$ cat config.mk
export PLATFORM = sky130hd
export DESIGN_NAME = sft_sent_tx
export DESIGN_NICKNAME = d
export VERILOG_FILES = /design/src/sft_sent_tx.v
export VERILOG_INCLUDE_DIRS = /design/src
export SDC_FILE = /design/constraint.sdc
export NUM_CORES = 1
export LEC_CHECK = 0
export BUFFER_PORTS_ARGS = -buffer_cell sky130_fd_sc_hd__buf_2
export CAP_MARGIN = 5
export CORE_ASPECT_RATIO = 0.75
export CORE_MARGIN = 2
export CORE_UTILIZATION = 45
export CTS_BUF_LIST = sky130_fd_sc_hd__clkbuf_2
export DETAILED_ROUTE_END_ITERATION = 7
export GPL_TIMING_DRIVEN = 1
export PLACE_DENSITY_LB_ADDON = 0.12
export SYNTH_ARGS = -nofsm -noshare
export SYNTH_HDL_FRONTEND = slang
export SYNTH_SLANG_ARGS = --single-unit
$ cat constraint.sdc
create_clock -name clk_i -period 4.1 [get_ports clk_i]
set_input_delay 0.205 -clock clk_i [delete_from_list [all_inputs] [get_ports clk_i]]
set_output_delay 0.205 -clock clk_i [all_outputs]
set_load 0.05 [all_outputs]
$ cat src/sft_regs.vh
// register offsets, field positions, reset values and tick counts of the sent transmitter
`ifndef SFT_REGS_VH
`define SFT_REGS_VH

// ****************************************
// register offsets (byte addresses)
// ****************************************
`define SFT_ADDR_W 8
`define SFT_OFS_CTRL 8'h00
`define SFT_OFS_TICK 8'h04
`define SFT_OFS_PAUSE 8'h08
`define SFT_OFS_SERIAL 8'h0c
`define SFT_OFS_TRIG 8'h10
`define SFT_OFS_STATUS 8'h14

// ****************************************
// control fields and register reset values
// ****************************************
`define SFT_CTRL_MODE_LSB 0
`define SFT_CTRL_PAUSE_BIT 2
`define SFT_CTRL_SERIAL_BIT 3
`define SFT_CTRL_DRIVE_LSB 4
`define SFT_CTRL_ADDR_LSB 6
`define SFT_CTRL_RST 8'h00
`define SFT_TICK_RST 8'h0f
`define SFT_PAUSE_RST 8'h00

// ****************************************
// frame modes
// ****************************************
`define SFT_MODE_FREE 2'h0
`define SFT_MODE_TRIG 2'h1
`define SFT_MODE_ADDR 2'h2
`define SFT_MODE_POLL 2'h3

// ****************************************
// tick counts, crc seed, last symbol index and reply bit count
// ****************************************
`define SFT_SYNC_TICKS 8'h38
`define SFT_LOW_TICKS 8'h05
`define SFT_HIGH_BASE 8'h07
`define SFT_MIN_PAUSE 8'h0c
`define SFT_CRC_SEED 4'h5
`define SFT_LAST_SYM 3'h6
`define SFT_REPLY_BITS 5'h10

`endif

$ cat src/sft_sent_tx.v
// sent frame transmitter with manchester read reply on the same output pin
//
// Chosen here: the register addresses and the plain strobed port.
`timescale 1ns/1ps
`include "sft_regs.vh"

// Functional notes
// - measured angle is sent as unsigned 12-bit code 0 to 4095 in payload.
// - frame mode chosen from free-streaming, triggered or shared via configuration.
// - free-streaming mode sends standard frames back to back without prompting.
// - triggered mode samples angle and sends one frame only on controller request.
// - shared line: answer only when addressed, or in turn when polled.
// - each nibble is a low interval then a high interval; low delimits nibbles.
// - low interval of every nibble is exactly 5 ticks.
// - high interval length encodes the nibble's four-bit value.
// - falling edge slew rate selected from drive-strength setting.
// - tick period programmable; nibble length is low plus high ticks.
// - frame order is sync, status, data nibbles, crc, optional pause.
// - status nibble carries status; serial channel bits only when enabled.
// - optional pause pulse after each frame fills gap to next frame.
// - manchester bit rate set by controller, 4 to 50 kbps; device adapts.
// - read reply starts between one half and three quarters bit after command.
// - high interval is 7 ticks for zero up to 22 ticks for fifteen.
// - access command abandons frames for manchester replies; exit restores frames.
// - manchester rising mid-bit edge is zero, falling is one, msb first.
module sft_sent_tx (
    input wire clk_i,
    input wire rstn_i,
    input wire [7:0] addr_i,
    input wire [7:0] wdata_i,
    input wire wr_i,
    input wire rd_i,
    output reg [7:0] rdata_o,
    input wire [11:0] angle_i,
    input wire [1:0] status_i,
    input wire frame_req_i,
    input wire [1:0] req_addr_i,
    input wire poll_i,
    input wire man_access_i,
    input wire man_exit_i,
    input wire man_read_end_i,
    input wire [15:0] man_bit_cycles_i,
    input wire [15:0] reply_data_i,
    output reg sent_o,
    output reg [1:0] slew_o,
    output reg man_mode_o
);

    // ****************************************
    // states
    // ****************************************
    localparam [4:0] ST_IDLE = 5'b00001;
    localparam [4:0] ST_FRAME = 5'b00010;
    localparam [4:0] ST_MAN = 5'b00100;
    localparam [4:0] ST_MDLY = 5'b01000;
    localparam [4:0] ST_MTX = 5'b10000;

    reg [4:0] state;
    reg [7:0] ctrl;
    reg [7:0] tick_div;
    reg [7:0] pause_ticks;
    reg [7:0] serial_data;
    reg trig_pend;
    reg [1:0] poll_slot;
    reg [7:0] div_cnt;
    // decoded from the counter so the first tick of a frame is not one clock late
    wire tick = (state == ST_FRAME) && (div_cnt == tick_div);
    reg [7:0] seg_cnt;
    reg [2:0] sym_idx;
    reg [3:0] serial_pos;
    reg [3:0] nib [0:4];
    reg [15:0] reply;
    reg [4:0] reply_bit;
    reg reply_half;
    reg [15:0] man_cnt;
    reg [15:0] half_len;
    reg [3:0] next_status;
    reg [3:0] next_crc;
    reg [7:0] sym_len;
    reg start_ok;
    integer i;

    wire [1:0] mode = ctrl[`SFT_CTRL_MODE_LSB+1:`SFT_CTRL_MODE_LSB];
    wire [1:0] own_addr = ctrl[`SFT_CTRL_ADDR_LSB+1:`SFT_CTRL_ADDR_LSB];
    wire sym_end = tick && (seg_cnt == sym_len - 8'h01);
    wire frame_end = sym_end && (sym_idx == (ctrl[`SFT_CTRL_PAUSE_BIT] ? `SFT_LAST_SYM : 3'h5));

    // crc4 lookup for polynomial x4+x3+x2+1
    function [3:0] crc_step;
        input [3:0] crc;
        begin
            case (crc)
                4'h0: crc_step = 4'h0;
                4'h1: crc_step = 4'hd;
                4'h2: crc_step = 4'h7;
                4'h3: crc_step = 4'ha;
                4'h4: crc_step = 4'he;
                4'h5: crc_step = 4'h3;
                4'h6: crc_step = 4'h9;
                4'h7: crc_step = 4'h4;
                4'h8: crc_step = 4'h1;
                4'h9: crc_step = 4'hc;
                4'ha: crc_step = 4'h6;
                4'hb: crc_step = 4'hb;
                4'hc: crc_step = 4'hf;
                4'hd: crc_step = 4'h2;
                4'he: crc_step = 4'h8;
                default: crc_step = 4'h5;
            endcase
        end
    endfunction

    // ****************************************
    // frame content
    // ****************************************
    always @*
    begin
        next_status = {2'h0, status_i};
        if (ctrl[`SFT_CTRL_SERIAL_BIT])
        begin
            next_status[3] = (serial_pos == 4'h0);
            next_status[2] = serial_data[serial_pos[2:0]];
        end
        next_crc = `SFT_CRC_SEED;
        next_crc = crc_step(next_crc) ^ next_status;
        next_crc = crc_step(next_crc) ^ angle_i[11:8];
        next_crc = crc_step(next_crc) ^ angle_i[7:4];
        next_crc = crc_step(next_crc) ^ angle_i[3:0];
        next_crc = crc_step(next_crc);
    end

    always @*
    begin
        if (sym_idx == 3'h0)
            sym_len = `SFT_SYNC_TICKS;
        else if (sym_idx == `SFT_LAST_SYM)
            sym_len = (pause_ticks < `SFT_MIN_PAUSE) ? `SFT_MIN_PAUSE : pause_ticks;
        // 12 plus value ticks per nibble
        else
            sym_len = `SFT_LOW_TICKS + `SFT_HIGH_BASE + {4'h0, nib[sym_idx - 3'h1]};
    end

    always @*
    begin
        case (mode)
            `SFT_MODE_FREE: start_ok = 1'b1;
            `SFT_MODE_TRIG: start_ok = trig_pend;
            `SFT_MODE_ADDR: start_ok = frame_req_i && (req_addr_i == own_addr);
            default: start_ok = poll_i && (poll_slot == own_addr);
        endcase
    end

    // ****************************************
    // register port
    // ****************************************
    always @(posedge clk_i or negedge rstn_i)
    begin
        if (!rstn_i)
        begin
            ctrl <= `SFT_CTRL_RST;
            tick_div <= `SFT_TICK_RST;
            pause_ticks <= `SFT_PAUSE_RST;
            serial_data <= 8'h00;
            rdata_o <= 8'h00;
        end
        else
        begin
            if (wr_i)
            begin
                case (addr_i)
                    `SFT_OFS_CTRL: ctrl <= wdata_i;
                    `SFT_OFS_TICK: tick_div <= wdata_i;
                    `SFT_OFS_PAUSE: pause_ticks <= wdata_i;
                    `SFT_OFS_SERIAL: serial_data <= wdata_i;
                    default: ;
                endcase
            end
            if (rd_i)
            begin
                case (addr_i)
                    `SFT_OFS_CTRL: rdata_o <= ctrl;
                    `SFT_OFS_TICK: rdata_o <= tick_div;
                    `SFT_OFS_PAUSE: rdata_o <= pause_ticks;
                    `SFT_OFS_SERIAL: rdata_o <= serial_data;
                    `SFT_OFS_STATUS: rdata_o <= {trig_pend, poll_slot, state};
                    default: rdata_o <= 8'h00;
                endcase
            end
            else
                rdata_o <= 8'h00;
        end
    end

    // ****************************************
    // tick divider
    // ****************************************
    // divide clock by tick_div+1
    always @(posedge clk_i or negedge rstn_i)
    begin
        if (!rstn_i)
            div_cnt <= 8'h00;
        else if (state != ST_FRAME)
            // restart so the first tick of a frame is a whole tick long
            div_cnt <= 8'h00;
        else
            div_cnt <= (div_cnt == tick_div) ? 8'h00 : div_cnt + 8'h01;
    end

    // ****************************************
    // frame and reply sequencer
    // ****************************************
    always @(posedge clk_i or negedge rstn_i)
    begin
        if (!rstn_i)
        begin
            state <= ST_IDLE;
            trig_pend <= 1'b0;
            poll_slot <= 2'h0;
            seg_cnt <= 8'h00;
            sym_idx <= 3'h0;
            serial_pos <= 4'h0;
            for (i = 0; i < 5; i = i + 1)
                nib[i] <= 4'h0;
            reply <= 16'h0000;
            reply_bit <= 5'h00;
            reply_half <= 1'b0;
            man_cnt <= 16'h0000;
            half_len <= 16'h0000;
            sent_o <= 1'b1;
            slew_o <= 2'h0;
            man_mode_o <= 1'b0;
        end
        else
        begin
            slew_o <= ctrl[`SFT_CTRL_DRIVE_LSB+1:`SFT_CTRL_DRIVE_LSB];
            // request flag, set wins over consume
            if (frame_req_i || (wr_i && addr_i == `SFT_OFS_TRIG))
                trig_pend <= 1'b1;
            else if (state == ST_IDLE && mode == `SFT_MODE_TRIG)
                trig_pend <= 1'b0;
            if (poll_i)
                poll_slot <= poll_slot + 2'h1;
            if (man_access_i && !man_mode_o)
            begin
                state <= ST_MAN;
                man_mode_o <= 1'b1;
                sent_o <= 1'b1;
            end
            else if (man_exit_i && man_mode_o)
            begin
                state <= ST_IDLE;
                man_mode_o <= 1'b0;
                sent_o <= 1'b1;
            end
            else
            begin
                case (state)
                    ST_IDLE:
                    begin
                        sent_o <= 1'b1;
                        if (start_ok)
                        begin
                            nib[0] <= next_status;
                            nib[1] <= angle_i[11:8];
                            nib[2] <= angle_i[7:4];
                            nib[3] <= angle_i[3:0];
                            nib[4] <= next_crc;
                            seg_cnt <= 8'h00;
                            sym_idx <= 3'h0;
                            state <= ST_FRAME;
                        end
                    end
                    ST_FRAME:
                    begin
                        sent_o <= (seg_cnt >= `SFT_LOW_TICKS);
                        if (sym_end)
                        begin
                            seg_cnt <= 8'h00;
                            sym_idx <= sym_idx + 3'h1;
                            if (frame_end)
                            begin
                                state <= ST_IDLE;
                                serial_pos <= serial_pos + 4'h1;
                            end
                        end
                        else if (tick)
                            seg_cnt <= seg_cnt + 8'h01;
                    end
                    ST_MAN:
                    begin
                        sent_o <= 1'b1;
                        if (man_read_end_i)
                        begin
                            reply <= reply_data_i;
                            half_len <= {1'b0, man_bit_cycles_i[15:1]};
                            // wait five eighths of a bit
                            man_cnt <= (man_bit_cycles_i >> 1) + (man_bit_cycles_i >> 3);
                            state <= ST_MDLY;
                        end
                    end
                    ST_MDLY:
                    begin
                        sent_o <= 1'b1;
                        if (man_cnt <= 16'h0001)
                        begin
                            reply_bit <= 5'h00;
                            reply_half <= 1'b0;
                            man_cnt <= half_len;
                            state <= ST_MTX;
                        end
                        else
                            man_cnt <= man_cnt - 16'h0001;
                    end
                    ST_MTX:
                    begin
                        // one is high then low, msb first
                        sent_o <= reply[15] ^ reply_half;
                        if (man_cnt <= 16'h0001)
                        begin
                            man_cnt <= half_len;
                            reply_half <= ~reply_half;
                            if (reply_half)
                            begin
                                reply <= {reply[14:0], 1'b0};
                                reply_bit <= reply_bit + 5'h01;
                                if (reply_bit == `SFT_REPLY_BITS - 5'h01)
                                    state <= ST_MAN;
                            end
                        end
                        else
                            man_cnt <= man_cnt - 16'h0001;
                    end
                    default: state <= ST_IDLE;
                endcase
            end
        end
    end

endmodule // sft_sent_tx

# After elaboration in Yosys (flattened, before gate mapping)
# Memories as Yosys holds them, arrays and structs flattened. A register that Yosys moved wholly into a read port is not among the register bits.
# Cells that the tools add are included.
# classes
add_sub_neg,11
n_lt_le_gt_ge,5
eq_ne,35
mux,54
bitwise_logic,9
n_reduce_logical,39
# op_table
cell,n
16-bit 2-to-1 mux,5
8-bit 2-to-1 mux,9
5-bit 2-to-1 mux,13
16-bit case mux with 2 select lines,2
8-bit case mux with 5 select lines,1
5-bit case mux with 5 select lines,1
4-bit != test (second input constant),5
5-bit AND reduction,4
15-bit by 13-bit adder with 16-bit output,1
8-bit by 1-bit adder with 8-bit output (second input constant),2
8-bit by 4-bit == test with 1-bit output (second input constant),2
8-bit by 5-bit == test with 1-bit output (second input constant),2
8-bit == test,2
16-bit by 1-bit less-or-equal comparator with 1-bit output (second input constant),1
8-bit case mux with 2 select lines,1
16-bit by 1-bit subtractor with 16-bit output (second input constant),1
4-bit binary-select mux with 3-bit select,1
2-bit != test (second input constant),6
4-bit by 2-bit != test with 1-bit output (second input constant),3
4-bit AND reduction,3
6-bit AND reduction,2
2-bit nonzero test,6
4-bit bitwise XOR,3
5-bit by 4-bit == test with 1-bit output (second input constant),2
48 further kinds,75
# totals
regBits,144
romBits,256
inputBits,73
mem_count,4
# mem_list
memory,words,word_bits,read_ports,rd_ports_with_merged_regs,wr,line,text
(no name shown),16,4,1,0,0,sft_sent_tx.v:92,case (crc)
(no name shown),16,4,1,0,0,sft_sent_tx.v:92,
(no name shown),16,4,1,0,0,sft_sent_tx.v:92,
(no name shown),16,4,1,1,0,sft_sent_tx.v:92,

# Logic depth before layout (Yosys ltp)
# depth
word_depth,17
depth_mapped,17

# Least setup slack after synthesis
# No wires, ideal clock.
# synth_path
path_kind,register to register
from,reg sym_idx[0]
to,reg serial_pos[1]
arrival_ns,4.034
setup_slack_ns,-0.059
path_stages_with_launch,17
synth_period_minus_slack_ns,4.159
path_cell_list,dfrtp_1 -> clkbuf_1 -> inv_1 -> ha_1 -> clkbuf_1 -> mux4_2 -> or3_1 -> o211ai_1 -> nand2b_1 -> ha_1 -> xnor2_1 -> nor4_1 -> nand3b_1 -> a22oi_4 -> o211ai_4 -> or3_4 -> mux2_4
# synth_between
elab_chain_cells,13
# synth_lines
element,line,text
"start, declared",sft_sent_tx.v:69,reg [2:0] sym_idx;
"start signal, assigned",sft_sent_tx.v:279,sym_idx <= sym_idx + 3'h1;
3-bit by 1-bit subtractor with 3-bit output,sft_sent_tx.v:140,"sym_len = `SFT_LOW_TICKS + `SFT_HIGH_BASE + {4'h0, nib[sym_idx - 3'h1]};"
3-bit inverter with 4-bit output (implied by the code),sft_sent_tx.v:140,
4-bit binary-select mux with 3-bit select,sft_sent_tx.v:140,
4-bit 2-to-1 mux (implied by the code) (2 in a row),sft_sent_tx.v:140,
4-bit by 4-bit adder with 5-bit output (no line),-,
8-bit 2-to-1 mux,sft_sent_tx.v:136,else if (sym_idx == `SFT_LAST_SYM)
8-bit 2-to-1 mux,sft_sent_tx.v:134,if (sym_idx == 3'h0)
8-bit by 1-bit subtractor with 8-bit output,sft_sent_tx.v:85,wire sym_end = tick && (seg_cnt == sym_len - 8'h01);
8-bit == test,sft_sent_tx.v:85,
1-bit logical AND,sft_sent_tx.v:85,
1-bit logical AND,sft_sent_tx.v:86,wire frame_end = sym_end && (sym_idx == (ctrl[`SFT_CTRL_PAUSE_BIT] ? `SFT_LAST_SYM : 3'h5));
5-bit AND reduction (no line) (*),-,
"end signal, assigned",sft_sent_tx.v:283,serial_pos <= serial_pos + 4'h1;
"end, declared",sft_sent_tx.v:70,reg [3:0] serial_pos;
# Mark *: on every way between the ends. The rest lies on a longest branch, timed or not. The select of a mux whose other input is x is not followed.
# A chain may end at the register's enable or synchronous reset.

# Worst setup path after layout
# layout_path
from,reg sym_idx[1]
to,reg serial_pos[1]
# Same word-level chain as after synthesis.

==> results.py <==
metrics = {
    "synthesis": {
        "synth.ff_latch_count": 148,
        "seq_area_frac_synth_pct": 42.23,
        "netlist_instances": 906,
        "synth_edf_count": 0,
        "async_reset_ff_share_pct": 100.0,
        "syn-cell-area_um2": 8787,
        "ys.warnings.count": 0,
        "syn-num-nets": 1011,
        "yosys.cell_types.count": 63,
        "synthFlopType": "dfrtp_1",
        "synth.avg_cell_area_um2": 9.699,
    },
    "global_route": {
        "grt_use_total_pct": 21.70,
        "first_global_vias": 6743,
        "grt_max_degree": 95,
        "antenna_found_initial": 1,
        "grt_pass1_wl_mm": 35.67,
        "grt-ovfl-total": 0,
    },
    "clocking": {
        "clk_latency_ns": 0.75,
        "cts_buffer_depth": 2,
        "cts_tree": "done",
        "htree_levels": 4,
        "cts_buffers": 17,
        "cts.sinks": 148,
        "clkSlewWorstSetupHoldPaths_ns": 0.24,
        "clk_root_buffer_cell": "clkbuf_2",
    },
    "timing": {
        "rsz0062_at_grt": "no",
        "relSlewSlack_pct": 36.46,
        "fmax_mhz": 265.1,
        "report.final.slew_viol_count": 0,
        "finalCriticalPeriod_ns": 3.772,
        "skew_ns": 0.05759,
        "tns_ns": 0,
        "setup_violations": 0,
        "worst_pin_slew_ns": 0.9505,
        "hold_viol": 0,
        "finalCritPeriodShare_pct": 92.00,
        "worst_slack_ns": 0.3279,
    },
    "floorplan": {
        "start_util_pct": 45.60,
        "die_h_um": 125.0,
        "coreArea_um2": 19270,
        "die_area_um2": 20670,
        "fp.dieW_um": 165.4,
        "io_pins": 85,
        "row_count": 44,
    },
    "power_and_ir_drop": {
        "p_clk_share_pct": 20.4,
        "sequentialPowerShare_pct": 49.8,
        "power_density_nw_per_um2": 408.9,
        "power.switching_mw": 1.553,
        "cellLeakagePower_nw": 4.653,
        "p_int_mw": 2.708,
        "power_frac_comb_pct": 29.8,
        "swShare_pct": 36.45,
        "peakVddDrop_uv": 217.5,
    },
    "worst_setup_path": {
        "cp-start-kind": "flop",
        "slowest_delay_ns": 0.45,
        "crit_top_cell": "ha_1",
        "worst_ep_arrival_time_ns": 4.42,
        "slowest_stage": "dfrtp_1",
        "r2r-end": "serial_pos[1]",
        "r2r_setup_slack_ns": 0.33,
        "reg2reg_depth": 14,
        "endpoint_kind": "flop",
        "cp_max_fo": 8,
        "crit_chain": "inv_1 -> ha_1 -> mux4_2 -> or3_1 -> o211ai_1 -> nand2b_1 -> ha_1 -> xnor2_1 -> nor4_2 -> nand3b_1 -> a22oi_4 -> o211ai_4 -> or3_4 -> mux2_4",
        "rr_startpoint": "sym_idx[1]",
        "critical_path_class": "reg -> reg",
        "required_ns": 4.75,
    },
    "outcome": {
        "status": "complete, no violations",
    },
    "placement": {
        "preCtsSetupSlack_ns": 0.1969,
        "gp_congestion": 0.8576,
        "placed_area_um2": 9494,
        "dp.cells": 1218,
        "portBuffers": 83,
        "dp_hpwl_mm": 15.15,
    },
    "routing": {
        "wl_per_cell_um": 16.12,
        "drc": 0,
        "drt-total-wl_mm": 21.25,
        "drt-initial-drc-count": 517,
        "vias": 7127,
        "postRouteAntennaNets": 0,
        "drt_pass1_iterations": 5,
        "viasPerCell": 5.407,
    },
    "final_layout": {
        "multi_input_area_um2": 4860,
        "area_delta_synth_final_pct": 18.60,
        "regArea_um2": 3711,
        "drive_gt1_share_pct": 19.55,
        "stdcell_count": 1318,
        "nNetsFinal": 1156,
        "fill_cells": 1837,
        "finalInstanceArea_um2": 10420,
    },
    "min_path": {
        "hold_path.class": "in -> async",
    },
    "job": {
        "max_cap_violations": 0,
    },
}
## sequential cells by signal, summed over array words and instances (netlist names)
name,flops
nib,20
man_cnt,16
reply,16
half_len,15
ctrl,8
div_cnt,8
pause_ticks,8
rdata_o,8
seg_cnt,8
serial_data,8
tick_div,8
reply_bit,5
state,5
serial_pos,4
sym_idx,3
poll_slot,2
slew_o,2
man_mode_o,1
reply_half,1
sent_o,1
trig_pend,1
## final cells by class
type,instances,area share [%]
Tap cell,253,3.038
Antenna cell,1,0.02401
Multi-Input combinational cell,698,46.63
Inverter,21,0.7564
Clock buffer,17,0.8164
Sequential cell,148,35.61
Clock inverter,15,1.561
Timing Repair Buffer,165,11.56
## layout by cell type, fill, tap and decap left out, types with 8 or more instances in the layout
cell,n
a22oi_1,8
xor2_1,26
dfrtp_1,142
o21ai_0,56
mux2_2,57
inv_1,21
xnor2_1,59
a211oi_1,12
buf_4,15
and3_1,11
a22o_1,9
nand2b_1,9
a21o_1,10
nor3_1,17
clkbuf_2,17
nand4_1,17
a31oi_1,21
or3_1,12
nor2_1,74
nand3b_1,8
a21oi_1,29
nand3_1,28
ha_1,31
mux2i_1,15
nand2_1,102
buf_2,82
dlygate4sd3_1,67
## layer usage
| layer | global-route usage, % | wire [um] | share of wire (%) |
|---|---|---|---|
| met2 | 31.69 | 9283 | 44 |
| met4 | 3.398 | 144 | 0.68 |
| met1 | 33.78 | 10960 | 52 |
| met5 | 0 | 0 | 0 |
| met3 | 4.380 | 862 | 4.1 |
## kinds of logic (layout without fill, tap and decap cells)
logic type | count (synthesis) | after routing | synth area share [%]
simple gates | 317 | 317 | 17.41
compound gates | 185 | 185 | 13.87
flops | 148 | 148 | 42.23
fa+ha+maj | 32 | 32 | 4.642
mux | 79 | 79 | 10.72
buf+inv | 60 | 218 | 2.649
other cells | 0 | 1 | 0
xor+xnor | 85 | 85 | 8.472
## through the flow
stage | power (mW) | util, % | hold slack, ns
2_1_floorplan | 3.006 | - | -0.09059
3_3_place_gp | 3.353 | 49.27 | 0.3683
3_5_place_dp | 3.374 | 49.27 | 0.3679
4_1_cts | 4.303 | 54.04 | 0.02395
5_1_grt | 4.588 | 54.08 | 0.04316
6_report | 4.262 | 54.08 | 0.07754
## critical path: cells and delay by family (launching register included)
family,cells,cell delay [ns]
DFF,1,0.45
adders and majority gates,2,0.64
buffers and inverters,1,0.09
xor gates and xnor gates,1,0.15
and+or+nand+nor,5,1.27
muxes,2,0.62
AOI/OAI and AO/OA,3,0.49
## synth_stat cells, types with 7 or more instances
library cell / n / area share [%]
a22oi_1: 8 / 0.68
nand3b_1: 8 / 0.68
a31oi_1: 21 / 1.5
mux2i_1: 15 / 1.7
and3_1: 11 / 0.78
xnor2_1: 59 / 5.9
and2_1: 7 / 0.50
a21oi_1: 29 / 1.7
nor2_1: 76 / 3.2
clkbuf_1: 36 / 1.5
mux2_2: 57 / 7.3
nand2b_1: 9 / 0.64
nor3_1: 17 / 0.97
nand3_1: 28 / 1.6
nand2_1: 102 / 4.4
ha_1: 31 / 4.4
a21o_1: 10 / 0.85
o21ai_0: 56 / 3.2
dfrtp_1: 142 / 40
a211oi_1: 12 / 1.0
a22o_1: 9 / 0.90
inv_1: 21 / 0.90
or3_1: 12 / 0.85
xor2_1: 26 / 2.6
nand4_1: 17 / 1.2
## power by group through the flow
stage | clock, mW | sequential [mW] | combinational [mW]
global placement | 0 | 2.15 | 1.21
global route | 0.970 | 2.18 | 1.44
finish | 0.870 | 2.12 | 1.27
floorplan | 0 | 2.06 | 0.945
detailed placement | 0 | 2.15 | 1.22
CTS | 0.901 | 2.12 | 1.28
## what timing repair did
item | CTS | global route
hold buffers | 67 | 0
buffers inserted | 0 | 0
endpoints found under the hold margin | 193 | 0
setup endpoints to repair | 0 | 2
gates resized for setup | 0 | 1
## worst max-delay path by stage
stage / slack, ns / depth (start not counted) / end / startpoint
finish: 0.33 / 14 / serial_pos[1] / sym_idx[1]
global route: 0.11 / 14 / serial_pos[1] / sym_idx[1]
CTS: 0.19 / 14 / serial_pos[1] / sym_idx[1]
detailed placement: 0.20 / 14 / serial_pos[1] / sym_idx[1]
global placement: 0.34 / 14 / serial_pos[1] / sym_idx[1]
floorplan: 0.10 / 16 / serial_pos[1] / sym_idx[0]
(Power assumes the default switching activity.)
